==> config.mk <==
export PLATFORM = sky130hd
export DESIGN_NAME = art_timer
export DESIGN_NICKNAME = d
export VERILOG_FILES = /design/src/art_xosc_tick.v /design/src/art_timer.v
export VERILOG_INCLUDE_DIRS = /design/src
export SDC_FILE = /design/constraint.sdc
export NUM_CORES = 1
export LEC_CHECK = 0
export BUFFER_PORTS_ARGS = -buffer_cell sky130_fd_sc_hd__clkbuf_2
export CELL_PAD_IN_SITES_DETAIL_PLACEMENT = 1
export CELL_PAD_IN_SITES_GLOBAL_PLACEMENT = 2
export CORE_MARGIN = 4
export CORE_UTILIZATION = 37
export DETAILED_ROUTE_END_ITERATION = 8
export PLACE_DENSITY_LB_ADDON = 0.05
export SYNTH_ARGS = -nofsm -noshare
export SYNTH_HDL_FRONTEND = slang
export SYNTH_SLANG_ARGS = --single-unit
==> constraint.sdc <==
create_clock -name clk_sys_i -period 2.8 [get_ports clk_sys_i]
set_clock_uncertainty 0.2 [all_clocks]
set_input_delay 0.56 -clock clk_sys_i [delete_from_list [all_inputs] [get_ports clk_sys_i]]
set_output_delay 0.56 -clock clk_sys_i [all_outputs]
set_load 0.01 [all_outputs]
==> src/art_regs.vh <==
// Register offsets, field positions, reset values and divider counts of the auto-reload timer.
`ifndef ART_REGS_VH
`define ART_REGS_VH

// ==========================================================================
// Register offsets on the special-function-register bus.
`define ART_OFS_CTRL 8'h91
`define ART_OFS_RELOAD_LO 8'h92
`define ART_OFS_RELOAD_HI 8'h93
`define ART_OFS_COUNT_LO 8'h94
`define ART_OFS_COUNT_HI 8'h95

// ==========================================================================
// Field positions inside timer_control.
`define ART_BIT_OVF 7
`define ART_BIT_RUN 2
`define ART_BIT_DIVSEL 1
`define ART_BIT_XCLK 0

// ==========================================================================
// Reset values.
`define ART_RST_CTRL 8'h00
`define ART_RST_FLAG 1'b0
`define ART_RST_RELOAD 16'h0000
`define ART_RST_COUNT 16'h0000

// ==========================================================================
// Divider counts and counter limits.
`define ART_SYS_DIV 4'hC
`define ART_XOSC_DIV 4'h8
`define ART_COUNT_MAX 16'hFFFF

`endif

==> src/art_xosc_tick.v <==
// External oscillator synchroniser and divide-by-eight tick generator.
`timescale 1ns/1ps

`include "art_regs.vh"

module art_xosc_tick (
    input wire clk_sys_i,
    input wire rst_b_i,
    input wire xosc_i,
    output reg tick_o
);

    // ======================================================================
    // Synchroniser.
    reg sync1_ff;
    reg sync2_ff;
    reg sync3_ff;
    reg level_ff;
    reg [3:0] edge_cnt_ff;
    reg [3:0] nxt_edge_cnt;
    reg nxt_level;
    reg nxt_tick;
    wire agree;

    // Three stages; a level change is accepted only when stages two and three agree.
    always @(posedge clk_sys_i or negedge rst_b_i) begin
        if (!rst_b_i) begin
            sync1_ff <= 1'b0;
            sync2_ff <= 1'b0;
            sync3_ff <= 1'b0;
        end else begin
            sync1_ff <= xosc_i;
            sync2_ff <= sync1_ff;
            sync3_ff <= sync2_ff;
        end
    end

    assign agree = (sync2_ff == sync3_ff);

    // ======================================================================
    // Divider.
    // Count accepted rising edges; every eighth one yields a single tick.
    // The oscillator must run well below half the system clock for this to hold.
    always @* begin
        nxt_level = level_ff;
        nxt_edge_cnt = edge_cnt_ff;
        nxt_tick = 1'b0;
        if (agree && (sync3_ff != level_ff)) begin
            nxt_level = sync3_ff;
            if (sync3_ff) begin
                if (edge_cnt_ff == (`ART_XOSC_DIV - 4'h1)) begin
                    nxt_edge_cnt = 4'h0;
                    nxt_tick = 1'b1;
                end else begin
                    nxt_edge_cnt = edge_cnt_ff + 4'h1;
                end
            end
        end
    end

    // Divider state.
    always @(posedge clk_sys_i or negedge rst_b_i) begin
        if (!rst_b_i) begin
            level_ff <= 1'b0;
            edge_cnt_ff <= 4'h0;
            tick_o <= 1'b0;
        end else begin
            level_ff <= nxt_level;
            edge_cnt_ff <= nxt_edge_cnt;
            tick_o <= nxt_tick;
        end
    end

endmodule // art_xosc_tick

==> src/art_timer.v <==
// Sixteen-bit auto-reload timer with special-function-register access.
//
// Contract
// Sixteen-bit up-counter, low and high bytes readable and writable.
// External-clock select set: count external oscillator divided by eight.
// Otherwise count system clock divided by twelve, or undivided when selected.
// Always auto-reload: overflow loads the count from the reload bytes.
// Overflow from 0xFFFF to 0x0000 sets the overflow flag, bit 7.
// Flag set with interrupt enabled raises the interrupt request.
// Hardware never clears the flag; software clears it by writing control.
// Count only while run control bit 2 is one; otherwise hold.
// Control bits 6 to 3 read zero and ignore writes.
// No event counting from any external pin.
// Overflow event is an output for ADC start and SMBus timing.
// Oscillator-derived clock keeps counting regardless of system clock source.
// Oscillator increments are synchronised before software sees them.
// Reload happens on the flag-setting tick; reload writes act next overflow.
`timescale 1ns/1ps

`include "art_regs.vh"

module art_timer (
    input wire clk_sys_i,
    input wire rst_b_i,
    input wire [7:0] sfr_addr_i,
    input wire sfr_wr_i,
    input wire [7:0] sfr_wdata_i,
    input wire sfr_rd_i,
    output reg [7:0] sfr_rdata_o,
    input wire irq_enable_i,
    input wire xosc_i,
    output reg irq_o,
    output reg overflow_pulse_o
);

    // ======================================================================
    // Declarations.
    reg overflow_flag_ff;
    reg run_control_ff;
    reg sysclk_divide_select_ff;
    reg external_clock_select_ff;
    reg [15:0] reload_ff;
    reg [15:0] count_ff;
    reg [3:0] div12_ff;
    reg [3:0] nxt_div12;
    reg sys_tick;
    reg timer_tick;
    reg rolls_over;
    reg [15:0] nxt_count;
    reg nxt_overflow_flag;
    reg [7:0] rd_mux;
    wire xosc_tick;
    wire wr_ctrl;
    wire wr_rl_lo;
    wire wr_rl_hi;
    wire wr_cnt_lo;
    wire wr_cnt_hi;

    // ======================================================================
    // Address decode.
    // Writes are single-cycle strobes qualified by the register offset.
    assign wr_ctrl = sfr_wr_i && (sfr_addr_i == `ART_OFS_CTRL);
    assign wr_rl_lo = sfr_wr_i && (sfr_addr_i == `ART_OFS_RELOAD_LO);
    assign wr_rl_hi = sfr_wr_i && (sfr_addr_i == `ART_OFS_RELOAD_HI);
    assign wr_cnt_lo = sfr_wr_i && (sfr_addr_i == `ART_OFS_COUNT_LO);
    assign wr_cnt_hi = sfr_wr_i && (sfr_addr_i == `ART_OFS_COUNT_HI);

    // ======================================================================
    // External oscillator path.
    // The oscillator is treated as an asynchronous pin and only its divided,
    // synchronised tick reaches the counter, so the counter stays in one domain.
    art_xosc_tick u_xosc_tick (
        .clk_sys_i(clk_sys_i),
        .rst_b_i(rst_b_i),
        .xosc_i(xosc_i),
        .tick_o(xosc_tick)
    );

    // ======================================================================
    // System clock prescaler.
    // The divide-by-twelve counter runs freely so that the first tick after
    // starting may come early by up to eleven cycles; this keeps it simple.
    always @* begin
        if (div12_ff == (`ART_SYS_DIV - 4'h1)) begin
            nxt_div12 = 4'h0;
        end else begin
            nxt_div12 = div12_ff + 4'h1;
        end
    end

    // Prescaler state.
    always @(posedge clk_sys_i or negedge rst_b_i) begin
        if (!rst_b_i) begin
            div12_ff <= 4'h0;
        end else begin
            div12_ff <= nxt_div12;
        end
    end

    // ======================================================================
    // Tick selection.
    // Only the system clock and the external oscillator feed the counter; there is no pin event input.
    always @* begin
        if (sysclk_divide_select_ff) begin
            sys_tick = 1'b1;
        end else begin
            sys_tick = (div12_ff == (`ART_SYS_DIV - 4'h1));
        end
        if (external_clock_select_ff) begin
            timer_tick = run_control_ff && xosc_tick;
        end else begin
            timer_tick = run_control_ff && sys_tick;
        end
    end

    // ======================================================================
    // Counter next state.
    // A software write to a count byte wins over a tick in the same cycle,
    // so the written value is never lost to an increment.
    always @* begin
        rolls_over = timer_tick && (count_ff == `ART_COUNT_MAX);
        nxt_count = count_ff;
        if (timer_tick) begin
            if (rolls_over) begin
                nxt_count = reload_ff;
            end else begin
                nxt_count = count_ff + 16'h0001;
            end
        end
        if (wr_cnt_lo) begin
            nxt_count[7:0] = sfr_wdata_i;
        end
        if (wr_cnt_hi) begin
            nxt_count[15:8] = sfr_wdata_i;
        end
    end

    // ======================================================================
    // Overflow flag next state.
    // A roll-over in the same cycle as a software clear keeps the flag set.
    always @* begin
        nxt_overflow_flag = overflow_flag_ff;
        if (wr_ctrl) begin
            nxt_overflow_flag = sfr_wdata_i[`ART_BIT_OVF];
        end
        if (rolls_over) begin
            nxt_overflow_flag = 1'b1;
        end
    end

    // ======================================================================
    // Register file and counter state.
    always @(posedge clk_sys_i or negedge rst_b_i) begin
        if (!rst_b_i) begin
            overflow_flag_ff <= `ART_RST_FLAG;
            run_control_ff <= 1'b0;
            sysclk_divide_select_ff <= 1'b0;
            external_clock_select_ff <= 1'b0;
            reload_ff <= `ART_RST_RELOAD;
            count_ff <= `ART_RST_COUNT;
        end else begin
            overflow_flag_ff <= nxt_overflow_flag;
            count_ff <= nxt_count;
            if (wr_ctrl) begin
                run_control_ff <= sfr_wdata_i[`ART_BIT_RUN];
                sysclk_divide_select_ff <= sfr_wdata_i[`ART_BIT_DIVSEL];
                external_clock_select_ff <= sfr_wdata_i[`ART_BIT_XCLK];
            end
            if (wr_rl_lo) begin
                reload_ff[7:0] <= sfr_wdata_i;
            end
            if (wr_rl_hi) begin
                reload_ff[15:8] <= sfr_wdata_i;
            end
        end
    end

    // ======================================================================
    // Read multiplexer.
    // Unused control bits and unmapped offsets read as zero.
    always @* begin
        case (sfr_addr_i)
            `ART_OFS_CTRL: begin
                rd_mux = {overflow_flag_ff, 4'h0, run_control_ff,
                          sysclk_divide_select_ff, external_clock_select_ff};
            end
            `ART_OFS_RELOAD_LO: begin
                rd_mux = reload_ff[7:0];
            end
            `ART_OFS_RELOAD_HI: begin
                rd_mux = reload_ff[15:8];
            end
            `ART_OFS_COUNT_LO: begin
                rd_mux = count_ff[7:0];
            end
            `ART_OFS_COUNT_HI: begin
                rd_mux = count_ff[15:8];
            end
            default: begin
                rd_mux = 8'h00;
            end
        endcase
    end

    // ======================================================================
    // Registered outputs.
    // Read data is captured one cycle after the read strobe and then held,
    // which keeps the bus path short at the cost of one cycle of latency.
    always @(posedge clk_sys_i or negedge rst_b_i) begin
        if (!rst_b_i) begin
            sfr_rdata_o <= 8'h00;
            irq_o <= 1'b0;
            overflow_pulse_o <= 1'b0;
        end else begin
            if (sfr_rd_i) begin
                sfr_rdata_o <= rd_mux;
            end
            irq_o <= nxt_overflow_flag && irq_enable_i;
            overflow_pulse_o <= rolls_over;
        end
    end

endmodule // art_timer

==> metrics.csv <==
metric,value,unit
ioPinCount,32,
synth-seq-cells,59,
combPwrFrac,12.0,%
ys_dominant_reg_cell,dfrtp_1,
postRouteAntennaNets,0,
multi_input_area,1560,um2
cp_num_buf_inv,0,
rsz0062_at_grt,false,
hp-class,in2reg,
status,"finished, final reports clean",
end_kind,register,
overflow,0,
cts_tree,yes,
intPower,1.34,mW
critical_path.max_stage_delay,0.66,ns
clk_path_buf_depth,2,
powerDensity,524,nW/um2
setup_slack,0.349,ns
relSlewSlack,62.2,%
yosys_warnings,0,
synthArstFlopShare,100,%
syn_nets,347,
hold_violations,0,
cts.sinks,59,
seqPwrFrac,51.8,%
ff_latch_area,1480,um2
drv_slew,0,
cp_top_family,simple AND/OR/NAND/NOR gates,
crit_path_end,count_ff[3]$_DFFE_PN0P_,
grt_usage,19.4,%
grt_start_max_net_pins,25,
fin_area,3660,um2
dr.first_iter.drc_count,89,
vdd_ir_drop_max,0.248,mV
fillers,971,
p_sw_share,30.0,%
synth_edf_count,0,
cts_resized,0,
clock-root-buffer,clkbuf_8,
max_freq,0.408,GHz
cts_buffers,9,
power,1.92,mW
final_cells,474,
netlist_instances,322,
drt-wirelength-per-cell,19.1,um
remaining_drc_errors,0,
antenna_found_initial,0,
diodes,0,
grt_pass1_wl,14.8,mm
arrival,2.48,ns
dp_hpwl,6.87,mm
r2r-end,count_ff[3]$_DFFE_PN0P_,
vias,2615,
die_h,100,um
required,2.83,ns
crit_start,count_ff[0]$_DFFE_PN0P_,
synth_area,3150,um2
ys_seq_area_share,46.9,%
reg2reg_depth,6,
start_kind,register,
path_cells,ha_1 -> nand3_1 -> or4_4 -> mux2_4 -> o221ai_2 -> nand2_1,
worst_slew_pin_slew,0.562,ns
most-common-layout-cells,"dfrtp_1 (59), nand2_1 (38), clkbuf_2 (31)",
clkPwrFrac,36.1,%
core,8260,um2
io_buffer_count,31,
gp_congestion,0.848,
mostFrequentLayoutCell,dfrtp_1,
die_w,100,um
drive_gt1_share,25.5,%
clk_latency,0.35,ns
rows,33,
dp_slack,0.373,ns
p_switching,0.575,mW
via_per_inst,5.52,
worstReg2RegStart,count_ff[0]$_DFFE_PN0P_,
path_max_fanout,12,
final_nets,389,
placed_cells,457,
drv_cap,0,
setup_tns,0,ns
place_area,3480,um2
dr.pass1.iters,4,
synth.distinct_cells,52,
h-tree-depth,3,
utilization,44.3,%
initial_core_util,38.1,%
cp_slowest_cell,or4_4,
period_needed,2.45,ns
critPathKind,reg2reg,
area_delta_synth_final,16.2,%
reg2reg_slack,0.35,ns
cts_setup_buffers,0,
routed_wl,9.04,mm
first_global_vias,2678,
clk_pin_slew,0.08,ns
avgSynthCellArea,9.77,um2
period_share,87.5,%
crit_cells,6,
setup_viol,0,
die-area,10000,um2
cellLeakagePower,1.66,nW
whs,0.120,ns
==> synth_stat cells (2+ instances only) <==
cell       number  area share, %
o21ai_0        16            2.5
nand4_1         7            1.4
nor3_1          6           0.95
and3_1          3           0.60
nand2b_1        3           0.60
xor2_1          2           0.56
mux2i_1        11            3.5
clkbuf_1        9            1.1
inv_1          15            1.8
nand2_1        38            4.5
a21oi_1        22            3.5
a22oi_1         6            1.4
ha_1            3            1.2
mux2_2         27            9.7
nor2b_1         2           0.40
o22ai_1         4           0.80
nor2_1         28            3.3
nor4_1          4           0.80
and3b_1         2           0.56
nand3_1        12            1.9
a2bb2oi_1       2           0.56
xnor2_1         2           0.56
dfrtp_1        59             47
nor3b_1         2           0.48
o21ai_1         7            1.1
o2111ai_1       2           0.56
a31oi_1         3           0.60
==> state kept, by name, summed over array words and instances (netlist names), 4 cells and up <==
name,cells
div12_ff,4
reload_ff,16
sfr_rdata_o,8
count_ff,16
u_xosc_tick.edge_cnt_ff,4
==> cell type report <==
class,count,area share (%)
Multi-Input combinational cell,236,42.8
Sequential cell,59,40.4
Timing Repair Buffer,43,7.12
Tap cell,105,3.59
Clock buffer,10,3.49
Inverter,15,1.54
Clock inverter,6,1.13
==> per-layer routing <==
metal | wire, um | global-route usage, % | up-vias | part of all wire [%]
li1 | - | - | 1245 | -
met1 | 4720 | 30.3 | 1293 | 52
met2 | 3810 | 26.7 | 66 | 42
met3 | 396 | 4.52 | 11 | 4.4
met4 | 116 | 5.18 | 0 | 1.3
met5 | 0 | 0 | - | 0
==> power by group through the flow <==
stage,registers (mW),logic (mW),clock network (mW)
after floorplan,0.986,0.144,0
after global routing,1.00,0.261,0.758
after detailed placement,1.01,0.231,0
final,0.995,0.231,0.693
after CTS,0.993,0.234,0.710
after global placement,1.01,0.222,0
==> worst min path at each step <==
| stage | start | end | slack (ns) | cells after the start |
|---|---|---|---|---|
| 6_report | xosc_i | u_xosc_tick.sync1_ff$_DFF_PN0_ | 0.12 | 1 |
| 5_1_grt | xosc_i | u_xosc_tick.sync1_ff$_DFF_PN0_ | 0.11 | 1 |
| 4_1_cts | xosc_i | u_xosc_tick.sync1_ff$_DFF_PN0_ | 0.11 | 1 |
| 3_5_place_dp | u_xosc_tick.sync1_ff$_DFF_PN0_ | u_xosc_tick.sync2_ff$_DFF_PN0_ | 0.15 | 0 |
| 3_3_place_gp | u_xosc_tick.sync1_ff$_DFF_PN0_ | u_xosc_tick.sync2_ff$_DFF_PN0_ | 0.15 | 0 |
| 2_1_floorplan | rst_b_i | count_ff[0]$_DFFE_PN0P_ | 0.06 | 0 |
==> cell families after synthesis <==
| kind of cell | after synthesis | share of synthesized area, % |
|---|---|---|
| simple gates | 117 | 19.0 |
| compound gates | 72 | 14.2 |
| flops | 59 | 46.9 |
| mux | 39 | 13.6 |
| buf+inv | 27 | 3.58 |
| xor+xnor | 4 | 1.11 |
| fa+ha+maj | 4 | 1.51 |
==> timing repair <==
action / CTS / global route
hold buffers: 1 / 0
hold endpoints to repair: 15 / 0
endpoints found under the setup margin: 0 / 0
(Power assumes the default switching activity.)
